## src/shared/epi_pkg.sv

```systemverilog
`default_nettype none
package epi_pkg;
    // register offsets
    localparam logic [7:0] EPI_OFS_MASK      = 8'h3d;
    localparam logic [7:0] EPI_OFS_GRP_EN    = 8'h68;
    localparam logic [7:0] EPI_OFS_SENSE     = 8'h69;
    localparam logic [7:0] EPI_OFS_EXT_FLAGS = 8'h3c;
    localparam logic [7:0] EPI_OFS_PC_FLAGS  = 8'h3b;
    localparam logic [7:0] EPI_OFS_PMASK_LO  = 8'h6b;
    localparam logic [7:0] EPI_OFS_PMASK_MID = 8'h6c;
    localparam logic [7:0] EPI_OFS_PMASK_HI  = 8'h6d;
    // implemented bits per register
    localparam logic [7:0] EPI_SENSE_BITS    = 8'h0f;
    localparam logic [7:0] EPI_MASK_BITS     = 8'h03;
    localparam logic [7:0] EPI_GRP_BITS      = 8'h07;
    localparam logic [7:0] EPI_PMASK_MID_BITS = 8'h7f;
    // field positions
    localparam int EPI_SENSE_A_LSB = 0;
    localparam int EPI_SENSE_B_LSB = 2;
    // reset values
    localparam logic [7:0] EPI_RESET_VAL = 8'h00;
    // trigger coding
    typedef enum logic [1:0]
    {
        EPI_TRIG_LOW     = 2'h0,
        EPI_TRIG_ANY     = 2'h1,
        EPI_TRIG_FALLING = 2'h2,
        EPI_TRIG_RISING  = 2'h3
    } epi_trig_e;
    // requests and acknowledges toward the core, one bit per vector
    typedef struct packed
    {
        logic       vector_group_high;
        logic       vector_group_mid;
        logic       vector_group_low;
        logic       ext_pin_b;
        logic       ext_pin_a;
    } epi_vec_s;
endpackage
`default_nettype wire

```

## src/hdl/epi_ext_detect.sv

```systemverilog
`timescale 1ns/1ps
`default_nettype none
module epi_ext_detect
    import epi_pkg::*;
(
    // clock and reset
    input  wire logic       clk,
    input  wire logic       sys_rst,
    input  wire logic       clk_en,
    // synchronized pin and mode
    input  wire logic       pin_sync,
    input  wire logic [1:0] sense,
    // edge event and level state
    output logic            event_pulse,
    output logic            level_low
);
    logic prev_reg;
    logic prev_next;
    logic rise;
    logic fall;

    always_comb
    begin
        prev_next = clk_en ? pin_sync : prev_reg;
        rise = pin_sync & ~prev_reg;
        fall = ~pin_sync & prev_reg;
        case (epi_trig_e'(sense))
            EPI_TRIG_ANY:     event_pulse = rise | fall;
            EPI_TRIG_FALLING: event_pulse = fall;
            EPI_TRIG_RISING:  event_pulse = rise;
            default:          event_pulse = 1'b0;
        endcase
        level_low = (epi_trig_e'(sense) == EPI_TRIG_LOW) & ~pin_sync;
    end

    always_ff @(posedge clk or posedge sys_rst)
    begin
        if (sys_rst)
            prev_reg <= 1'b0;
        else
            prev_reg <= prev_next;
    end
endmodule
`default_nettype wire

```

## src/hdl/epi_sync.sv

```systemverilog
`timescale 1ns/1ps
`default_nettype none
module epi_sync
    import epi_pkg::*;
#(
    parameter int W = 1
)
(
    // clock and reset
    input  wire logic         clk,
    input  wire logic         sys_rst,
    input  wire logic         clk_en,
    // data
    input  wire logic [W-1:0] async_in,
    output logic      [W-1:0] sync_out
);
    logic [W-1:0] stage1_reg;
    logic [W-1:0] stage1_next;
    logic [W-1:0] stage2_next;

    always_comb
    begin
        stage1_next = clk_en ? async_in : stage1_reg;
        stage2_next = clk_en ? stage1_reg : sync_out;
    end

    always_ff @(posedge clk or posedge sys_rst)
    begin
        if (sys_rst)
        begin
            stage1_reg <= '0;
            sync_out   <= '0;
        end
        else
        begin
            stage1_reg <= stage1_next;
            sync_out   <= stage2_next;
        end
    end
endmodule
`default_nettype wire

```

## src/hdl/epi_top.sv

```systemverilog
// The implementer's own choice: strobed register access.
`timescale 1ns/1ps
`default_nettype none
// Summary of operation
// - unused upper register bits read zero, writes to them ignored
// - pin interrupt active only with global enable and its mask bit
// - pins synchronized first, edges found on the synchronized value
// - edge pulses give a request only if they span a clock edge with clk_en high
// - pin b sense at bits 3:2: low, any, falling, rising
// - pin a sense at bits 1:0 with identical coding
// - mask bit 1 enables pin b, bit 0 pin a, with global enable
// - pin activity counts even while the pin is an output
// - each external pin has its own request vector
// - qualifying edge event sets that pin's flag
// - flag, mask and global enable together raise the request
// - flag cleared when core enters the matching routine
// - writing one clears a flag, zero leaves it
// - flag held zero while pin is in low level mode
// - group enable bits 2,1,0 enable high, mid, low groups
// - any change on an enabled pin of enabled group requests
// - each pin change group has its own vector
// - per pin mask decides whether a pin contributes
// - low level wake taken from the raw pin, pin change wake from the synchronized pins
// - low level request stays while pin held low
module epi_top
    import epi_pkg::*;
(
    // clock and reset
    input  wire logic       clk,
    input  wire logic       sys_rst,
    input  wire logic       clk_en,
    // register port
    input  wire logic [7:0] reg_addr,
    input  wire logic [7:0] reg_wdata,
    input  wire logic       reg_wr,
    input  wire logic       reg_rd,
    output logic      [7:0] reg_rdata,
    // pins
    input  wire logic       ext_pin_a,
    input  wire logic       ext_pin_b,
    input  wire logic [7:0] change_pins_high,
    input  wire logic [6:0] change_pins_mid,
    input  wire logic [7:0] change_pins_low,
    // core side
    input  wire logic       global_irq_enable,
    input  wire epi_vec_s   vector_ack,
    output epi_vec_s        vector_req,
    // wake indication, registered on clk
    output logic            wake_req
);
    // pin synchronizers
    logic [1:0]  ext_sync;
    logic [22:0] chg_sync;
    logic [22:0] chg_prev_reg;
    logic [22:0] chg_prev_next;
    logic        gie_reg;
    logic        gie_next;

    // pins are sampled regardless of direction
    epi_sync #(.W(2)) u_ext_sync
    (
        .clk      (clk),
        .sys_rst  (sys_rst),
        .clk_en   (clk_en),
        .async_in ({ext_pin_b, ext_pin_a}),
        .sync_out (ext_sync)
    );

    epi_sync #(.W(23)) u_chg_sync
    (
        .clk      (clk),
        .sys_rst  (sys_rst),
        .clk_en   (clk_en),
        .async_in ({change_pins_high, change_pins_mid, change_pins_low}),
        .sync_out (chg_sync)
    );

    // registers
    logic [7:0] sense_reg;
    logic [7:0] sense_next;
    logic [7:0] mask_reg;
    logic [7:0] mask_next;
    logic [7:0] grp_en_reg;
    logic [7:0] grp_en_next;
    logic [7:0] ext_flags_reg;
    logic [7:0] ext_flags_next;
    logic [7:0] pc_flags_reg;
    logic [7:0] pc_flags_next;
    logic [7:0] pmask_lo_reg;
    logic [7:0] pmask_lo_next;
    logic [7:0] pmask_mid_reg;
    logic [7:0] pmask_mid_next;
    logic [7:0] pmask_hi_reg;
    logic [7:0] pmask_hi_next;
    logic [7:0] rdata_next;
    epi_vec_s   req_next;
    logic       wake_next;

    // edge detection on synchronized pins
    logic       ev_a;
    logic       ev_b;
    logic       lvl_a;
    logic       lvl_b;

    epi_ext_detect u_det_a
    (
        .clk         (clk),
        .sys_rst     (sys_rst),
        .clk_en      (clk_en),
        .pin_sync    (ext_sync[0]),
        .sense       (sense_reg[EPI_SENSE_A_LSB +: 2]),
        .event_pulse (ev_a),
        .level_low   (lvl_a)
    );

    epi_ext_detect u_det_b
    (
        .clk         (clk),
        .sys_rst     (sys_rst),
        .clk_en      (clk_en),
        .pin_sync    (ext_sync[1]),
        .sense       (sense_reg[EPI_SENSE_B_LSB +: 2]),
        .event_pulse (ev_b),
        .level_low   (lvl_b)
    );

    logic       wr_sense;
    logic       wr_mask;
    logic       wr_grp;
    logic       wr_eflag;
    logic       wr_pflag;
    logic       wr_plo;
    logic       wr_pmid;
    logic       wr_phi;
    logic [22:0] chg_event;
    logic [2:0] grp_event;
    logic       lvl_mode_a;
    logic       lvl_mode_b;

    always_comb
    begin
        wr_sense = reg_wr & (reg_addr == EPI_OFS_SENSE);
        wr_mask  = reg_wr & (reg_addr == EPI_OFS_MASK);
        wr_grp   = reg_wr & (reg_addr == EPI_OFS_GRP_EN);
        wr_eflag = reg_wr & (reg_addr == EPI_OFS_EXT_FLAGS);
        wr_pflag = reg_wr & (reg_addr == EPI_OFS_PC_FLAGS);
        wr_plo   = reg_wr & (reg_addr == EPI_OFS_PMASK_LO);
        wr_pmid  = reg_wr & (reg_addr == EPI_OFS_PMASK_MID);
        wr_phi   = reg_wr & (reg_addr == EPI_OFS_PMASK_HI);

        gie_next = global_irq_enable;
        chg_prev_next = chg_sync;

        chg_event = (chg_sync ^ chg_prev_reg)
                  & {pmask_hi_reg, pmask_mid_reg[6:0], pmask_lo_reg};
        grp_event[0] = |chg_event[7:0];
        grp_event[1] = |chg_event[14:8];
        grp_event[2] = |chg_event[22:15];

        lvl_mode_a = sense_reg[EPI_SENSE_A_LSB +: 2] == EPI_TRIG_LOW;
        lvl_mode_b = sense_reg[EPI_SENSE_B_LSB +: 2] == EPI_TRIG_LOW;

        sense_next = wr_sense ? (reg_wdata & EPI_SENSE_BITS) : sense_reg;
        mask_next  = wr_mask ? (reg_wdata & EPI_MASK_BITS) : mask_reg;
        grp_en_next = wr_grp ? (reg_wdata & EPI_GRP_BITS) : grp_en_reg;
        pmask_lo_next  = wr_plo ? reg_wdata : pmask_lo_reg;
        pmask_mid_next = wr_pmid ? (reg_wdata & EPI_PMASK_MID_BITS)
                                 : pmask_mid_reg;
        pmask_hi_next  = wr_phi ? reg_wdata : pmask_hi_reg;

        // external flags: clear by write one or ack, set wins
        ext_flags_next = ext_flags_reg;
        if (wr_eflag)
            ext_flags_next = ext_flags_next & ~(reg_wdata & EPI_MASK_BITS);
        if (vector_ack.ext_pin_a)
            ext_flags_next[0] = 1'b0;
        if (vector_ack.ext_pin_b)
            ext_flags_next[1] = 1'b0;
        if (ev_a)
            ext_flags_next[0] = 1'b1;
        if (ev_b)
            ext_flags_next[1] = 1'b1;
        if (lvl_mode_a)
            ext_flags_next[0] = 1'b0;
        if (lvl_mode_b)
            ext_flags_next[1] = 1'b0;

        // group flags
        pc_flags_next = pc_flags_reg;
        if (wr_pflag)
            pc_flags_next = pc_flags_next & ~(reg_wdata & EPI_GRP_BITS);
        if (vector_ack.vector_group_low)
            pc_flags_next[0] = 1'b0;
        if (vector_ack.vector_group_mid)
            pc_flags_next[1] = 1'b0;
        if (vector_ack.vector_group_high)
            pc_flags_next[2] = 1'b0;
        pc_flags_next[2:0] = pc_flags_next[2:0] | grp_event;

        // requests, one per vector
        req_next.ext_pin_a = gie_reg & mask_reg[0]
                           & (ext_flags_reg[0] | lvl_a);
        req_next.ext_pin_b = gie_reg & mask_reg[1]
                           & (ext_flags_reg[1] | lvl_b);
        req_next.vector_group_low  = gie_reg & grp_en_reg[0]
                                   & pc_flags_reg[0];
        req_next.vector_group_mid  = gie_reg & grp_en_reg[1]
                                   & pc_flags_reg[1];
        req_next.vector_group_high = gie_reg & grp_en_reg[2]
                                   & pc_flags_reg[2];
        // wake from raw pins in low level mode and from synchronized group changes, registered on clk
        wake_next = (mask_reg[0] & lvl_mode_a & ~ext_pin_a)
                  | (mask_reg[1] & lvl_mode_b & ~ext_pin_b)
                  | (|grp_event);

        case (reg_addr)
            EPI_OFS_SENSE:     rdata_next = sense_reg;
            EPI_OFS_MASK:      rdata_next = mask_reg;
            EPI_OFS_GRP_EN:    rdata_next = grp_en_reg;
            EPI_OFS_EXT_FLAGS: rdata_next = ext_flags_reg;
            EPI_OFS_PC_FLAGS:  rdata_next = pc_flags_reg;
            EPI_OFS_PMASK_LO:  rdata_next = pmask_lo_reg;
            EPI_OFS_PMASK_MID: rdata_next = pmask_mid_reg;
            EPI_OFS_PMASK_HI:  rdata_next = pmask_hi_reg;
            default:           rdata_next = EPI_RESET_VAL;
        endcase
        if (!reg_rd)
            rdata_next = EPI_RESET_VAL;
    end

    always_ff @(posedge clk or posedge sys_rst)
    begin
        if (sys_rst)
        begin
            gie_reg       <= 1'b0;
            chg_prev_reg  <= '0;
            sense_reg     <= EPI_RESET_VAL;
            mask_reg      <= EPI_RESET_VAL;
            grp_en_reg    <= EPI_RESET_VAL;
            ext_flags_reg <= EPI_RESET_VAL;
            pc_flags_reg  <= EPI_RESET_VAL;
            pmask_lo_reg  <= EPI_RESET_VAL;
            pmask_mid_reg <= EPI_RESET_VAL;
            pmask_hi_reg  <= EPI_RESET_VAL;
            reg_rdata     <= EPI_RESET_VAL;
            vector_req    <= '0;
            wake_req      <= 1'b0;
        end
        else if (clk_en)
        begin
            gie_reg       <= gie_next;
            chg_prev_reg  <= chg_prev_next;
            sense_reg     <= sense_next;
            mask_reg      <= mask_next;
            grp_en_reg    <= grp_en_next;
            ext_flags_reg <= ext_flags_next;
            pc_flags_reg  <= pc_flags_next;
            pmask_lo_reg  <= pmask_lo_next;
            pmask_mid_reg <= pmask_mid_next;
            pmask_hi_reg  <= pmask_hi_next;
            reg_rdata     <= rdata_next;
            vector_req    <= req_next;
            wake_req      <= wake_next;
        end
    end
endmodule
`default_nettype wire

```

## config.mk

```make
export PLATFORM = sky130hd
export DESIGN_NAME = epi_top
export DESIGN_NICKNAME = d
export VERILOG_FILES = /design/src/shared/epi_pkg.sv /design/src/hdl/epi_ext_detect.sv /design/src/hdl/epi_sync.sv /design/src/hdl/epi_top.sv
export SDC_FILE = /design/constraint.sdc
export NUM_CORES = 1
export LEC_CHECK = 0
export BUFFER_PORTS_ARGS = -buffer_cell sky130_fd_sc_hd__buf_4
export CAP_MARGIN = 0
export CORE_MARGIN = 1
export CORE_UTILIZATION = 56
export DETAILED_ROUTE_END_ITERATION = 7
export HOLD_SLACK_MARGIN = 0.05
export PLACE_DENSITY = 0.84
export SLEW_MARGIN = 20
export SYNTH_ARGS = -nofsm -noshare
export SYNTH_HDL_FRONTEND = slang
export SYNTH_HIERARCHICAL = 1
export SYNTH_SLANG_ARGS = --single-unit
```

## constraint.sdc

```tcl
create_clock -name clk -period 3.1 [get_ports clk]
set_input_delay 0.62 -clock clk [delete_from_list [all_inputs] [get_ports clk]]
set_output_delay 0.62 -clock clk [all_outputs]
set_load 0.02 [all_outputs]
```

Word-level counts from Yosys, hierarchy flattened:

Index checks and enable logic that the tools add are counted.
Widths: inputs -> output; s select.

* $add $sub $neg: 0
* multiply operators: 0
* divide/modulo/power cells: 0
* magnitude comparators: 0
* equality and inequality tests: 14
* shift operators: 0
* muxes and demuxes: 15
* bitwise gates (word level): 47
* reductions and logical operators: 18

Operators by type and width (count)
* $pmux 8 s8: 1
* $eq 8x7->1 const B: 5
* $and 1x1->1: 28
* $eq 8x6->1 const B: 3
* $and 23x23->23: 1
* $reduce_or 23->1: 1
* $xor 23x23->23: 1
* $reduce_and 2->1: 10
* $and 8x8->8: 2
* $reduce_or 8->1: 2
* $mux 1: 9
* $eq 2x2->1 const B: 4
* $mux 8: 1
* $not 2->8: 1
* $not 3->8: 1
* $reduce_bool 4->1: 2
* $reduce_or 7->1: 1
* $not 1->1: 6
* $or 1x1->1: 6
* $pmux 1 s3: 2
* $eq 2x1->1 const B: 2
* $logic_not 2->1: 2
* $mux 3: 1
* $or 3x3->3: 1
* $mux 2: 1

* register bits after elaboration: 138
* latch bits: 0
* bits in writable memories: 0
* memory bits (read-only): 0
* input port bits: 52
* output and inout bits: 14
* word-level logic and storage cells: 120
* memories kept: 0

Logic depth before layout (Yosys ltp):

* word-level depth: 6
* gate-level depth with buffers: 6
* depth with buffers taken out: 6

Cells and area by module:

Netlist, hierarchy kept.

Modules (own cells, without submodules)
* epi_top: times used 1, cells each 290, area each 3616.0 um^2, seq. area each 1876.8 um^2
* epi_sync (u_chg_sync): times used 1, cells each 98, area each 1914.3 um^2, seq. area each 1151.1 um^2
* epi_ext_detect: times used 2, cells each 13, area each 106.4 um^2, seq. area each 25.0 um^2
* epi_sync (u_ext_sync): times used 1, cells each 9, area each 148.9 um^2, seq. area each 100.1 um^2

Worst setup path after synthesis:

OpenSTA, ideal clock, no wires.

* path kind: input to register
* start: in reg_addr[2]
* end: reg sense_reg[0]
* library setup time: 125 ps
* arrival: 1819 ps
* data required time: 2975 ps
* setup slack: 1156 ps
* stages on the path: 4
* buffers on the path: 1
* cell sequence: buf_2 or3b_4 or3_4 mux2_4

* cells in the longest elaborated chain, start to end: 3

Ends and longest elaborated chain
* from (decl): line epi_top.sv:33 `input wire logic [7:0] reg_addr,`
* $eq 8x7->1: line epi_top.sv:142 `wr_sense = reg_wr & (reg_addr == EPI_OFS_SENSE);`
* $and 1x1->1: line epi_top.sv:142
* $reduce_and 2->1 (no source line)
* to (signal assigned): line epi_top.sv:253 `sense_reg <= sense_next;`
* to (decl): line epi_top.sv:79 `logic [7:0] sense_reg;`

Every way passes these cells.
A chain may end at the register's enable or synchronous reset.

Worst setup path after layout:

* start: reg u_chg_sync.sync_out[14]
* end: reg wake_req

* cells in the longest elaborated chain, start to end: 4

Ends and longest elaborated chain
* from (decl): line epi_sync.sv:15 `output logic [W-1:0] sync_out`
* from (signal assigned): line epi_sync.sv:37 `sync_out <= stage2_next;`
* $xor 23x23->23: line epi_top.sv:154 `chg_event = (chg_sync ^ chg_prev_reg)`
* $and 23x23->23: line epi_top.sv:155 `& {pmask_hi_reg, pmask_mid_reg[6:0], pmask_lo_reg};`
* $reduce_or 23->1: line epi_top.sv:214 `| (|grp_event);`
* $or 1x1->1: line epi_top.sv:214
* to (signal assigned): line epi_top.sv:263 `wake_req <= wake_next;`
* to (decl): line epi_top.sv:49 `output logic wake_req`

Every way passes these cells.

==> results by stage <==
Floorplanning:
- Measured along the x axis, the die boundary spans 105 um.
- The starting density of the core is 57.3%.
- The total I/O pin count is 66.
- The floorplan die area is 10900 sq um.
- The initialized floorplan defines 37 standard-cell rows.
- The die is 105 um tall.
- The standard cell core area is 10300 sq um.

STA:
- The final number of hold-violating endpoints is 0.
- The clock tree skew after final layout is 9.03 ps.
- The accumulated negative setup slack is 0 ps.
- The minimum clock period is 1840 ps.
- Derived from the worst setup path, the maximum achievable clock frequency is 544 MHz.
- Setup repair after global routing left no endpoint under its margin.
- The final count of negative-setup-slack endpoints is 0.
- The number of slew-limit violations in the final report is 0.
- At the pin with the least slew margin, the transition time is 691 ps.
- Headroom to the max-slew limit came out at 53.9%.
- After layout, the worst path uses 59.3% of the clock period.
- The worst-case setup margin in the final layout is 1260 ps.

Clock network:
- For the worst-skew pair, the clock arrives at the later sink with an insertion delay of 520 ps.
- Buffers inserted during clock tree synthesis total 17.
- After clock tree synthesis, the clock-pin slew on the worst setup and hold paths is 60 ps.
- CTS built an H-tree with a depth of 4.
- The clock sink count is 127.
- The clock passes through at most 2 buffers.
- The number of buffers inserted for hold repair after clock tree synthesis is 1.
- The clock tree from TritonCTS is done.
- Clock tree synthesis selected as its root buffer the cell clkbuf_8.
- The post-cts resize count is 0.
- The number of buffers added for setup after CTS is 0.

Global route:
- The overall overflow remaining after global route is 0.
- The global-route layer with the greatest usage is met2.
- Global routing used 24.8% of the available tracks across all layers.
- The maximum number of pins on one net before global-route repair is 63.
- The global-route wire length before repair is 20.7 mm.
- The via count of the first global-routing pass came to 3983.
- Global routing consumed, on the met2 layer, 38.6% of the routing resources.
- Global routing consumed, on the met1 layer, 32.8% of the routing resources.
- The global-route track usage on met3 is 7.61%.
- The initial antenna violation count came to 0.

Synthesis:
- The post-synthesis average cell area is 13.9 sq um.
- The synthesized design contains 0 enable-type register cells.
- The biggest area contributor in the post-synthesis netlist is dfrtp_1.
- Synthesis produced a netlist with a net count of 479.
- The combinational family with the most area after synthesis is multiplexers.
- Multiplexer cells account for 24.3% of the synthesized area.
- The async set-or-reset flop fraction in the synthesized netlist is 100%.
- The sequential area share after synthesis is 53.9%.
- The synthesized design contains 127 register bits.
- Summing the areas of all compound-gate instances in the mapped netlist gives 7.84% of the synthesized area.
- The adder and majority gate portion of the synthesized area is 0.849%.
- Of the total synthesized cell area, the portion taken by XOR and XNOR cells is 3.42%.
- Synthesis produced 423 cells.
- The area share of the leading cell type in the synthesized netlist is 53.9%.
- By area the synthesized netlist is led by dfrtp_1 54%, mux2_2 12%, mux2_4 11%.
- The synthesized-area fraction occupied by and/or/nand/nor cells is 6.48%.
- The summed instance area of the synthesized netlist is 5890 sq um.
- The commonest register cell after synthesis is dfrtp_1.
- The number of distinct standard cells referenced by the synthesized netlist is 48.
- Yosys printed 6 warnings.

Route:
- Across all layers, the routed design uses 3780 vias.
- The detailed router finished its first iteration with 175 violations.
- The count of nets left with antenna violations once routing finished came out at 0.
- The first-pass iteration count of the detailed router is 5.
- The via density per instance is 5.83.
- The DRC violation count after routing is 0.
- The routed length per placed instance is 19.0 um.
- The total wirelength of the detailed-routed design is 12.3 mm.

Final layout:
- The utilization after layout is 68.9%.
- Counting the fill cells in the layout gives 708.
- The antenna cell count is 0.
- Leaving out fill and tap cells, the most frequent cells in the layout are 127 x dfrtp_1, 68 x buf_4, 63 x mux2_2, 44 x mux2_4, 23 x xor2_1.
- The area growth from synthesis to layout is 20.1%.
- The final-stage net count is 555.
- Of the cells placed in the final design, the portion with a size suffix greater than 1 is 43.0%.
- The commonest non-fill, non-tap cell in the layout is dfrtp_1.

Critical path:
- Along the worst path, the maximum fanout reaches 3.
- The origin of the critical flop-to-flop path is u_chg_sync/sync_out[14]$_DFFE_PP0P_.
- The kind of start point of the critical path is a flop.
- In this run the critical register-to-register path is captured at wake_req$_DFFE_PP0P_.
- The endpoint of the worst setup timing path is wake_req$_DFFE_PP0P_.
- The number of cells on the worst reg-to-reg path is 5.
- Tracing the worst setup path back leads to its startpoint at u_chg_sync/sync_out[14]$_DFFE_PP0P_.
- The critical path endpoint category is a flop.
- The critical path arrival is 2230 ps.
- At the worst endpoint, the required time is 3490 ps.
- The critical path in this run is classified as flop to flop.
- The worst-case register-to-register setup slack is 1260 ps.

Pwr:
- The maximum VDD drop is 323 uV.
- The static power due to leakage is 3.30 nW.
- Power spread over the standard cell area amounts to 636 nW/um^2.

Run status:
- The flow ran to the end, and the final reports show no timing, DRC or antenna violations.

Placed design:
- OpenSTA, run right after detailed placement, puts the worst setup slack at 854 ps.
- The congestion estimate from routability-driven global placement came to 0.936.
- After legalization and detailed placement, the total HPWL measured 8.46 mm.
- During placement, the flow inserted port buffers numbering 65.

Hold path:
- The class of the tightest hold or removal check is primary input to flop.

Run:
- Across the run, the number of max-cap violations was 0.
==> per-layer routing <==
layer,vias to the layer above,share of wire (%)
met5,-,0
met4,0,2.4
met3,32,6.5
met2,141,47
met1,1905,44
li1,1702,-
==> critical path, cell delays in order, from the launching register on <==
cell      delay, ps
dfrtp_1         400
xor2_1          150
a222oi_1        340
and3_1          280
nand4_1         170
o32a_1          380
==> cell families after synthesis <==
| group | count (synthesis) |
|---|---|
| simple gates | 61 |
| buf+inv | 30 |
| fa+ha+maj | 4 |
| flops | 127 |
| xor+xnor | 23 |
| compound gates | 65 |
| mux | 113 |
==> report_power, final <==
part / total (W) / internal (W) / leakage, nW / switching (W)
Combinational: 0.000524 / 0.000297 / 1.42 / 0.000227
Sequential: 0.00197 / 0.00183 / 1.60 / 0.000142
Clock: 0.00200 / 0.00123 / 0.281 / 0.000770
==> cells in the mapped netlist (4+ instances only) <==
cell type and instances:
xor2_1 23, a22oi_1 15, nor2b_1 4, ha_1 4
mux2_4 44, o21ai_0 15, a21oi_1 7, nor2_1 13
o2bb2ai_1 10, mux2_2 63, nand2b_1 5, nor3_1 4
nand4_1 6, mux2i_1 6, buf_12 4, dfrtp_1 127
a221oi_1 4, nand2_1 10, inv_1 15
==> metrics by stage <==
stage	cells	hold slack (ps)	power, W	instance area (sq um)
2_1_floorplan	423	349	0.00234	5890
3_3_place_gp	615	473	0.00248	6470
3_5_place_dp	615	482	0.00252	6470
4_1_cts	648	307	0.00453	7080
5_1_grt	648	306	0.00468	7080
6_report	648	327	0.00450	7080
==> cell type report <==
type	instances	area [sq um]	area share, %
inverter	17	63.8	0.902
timing repair buffer	70	541	7.64
clock buffer	17	414	5.85
multi-input combinational	266	2520	35.7
sequential	127	3180	44.9
clock inverter	15	186	2.63
tap	136	170	2.40
==> how the worst min path moves through the flow <==
| stage | from | end | slack, ps | cells past startpoint |
|---|---|---|---|---|
| floorplan | sys_rst | u_det_a/prev_reg$_DFFE_PP0P_ | 350 | 1 |
| global placement | reg_rdata[1]$_DFFE_PP0P_ | reg_rdata[1]$_DFFE_PP0P_ | 470 | 1 |
| detailed placement | reg_rdata[2]$_DFFE_PP0P_ | reg_rdata[2]$_DFFE_PP0P_ | 480 | 1 |
| CTS | change_pins_mid[1] | u_chg_sync/stage1_reg[9]$_DFFE_PP0P_ | 310 | 2 |
| global route | change_pins_mid[4] | u_chg_sync/stage1_reg[12]$_DFFE_PP0P_ | 310 | 2 |
| finish | change_pins_mid[4] | u_chg_sync/stage1_reg[12]$_DFFE_PP0P_ | 330 | 2 |
Power figures use the tool's default switching activity.
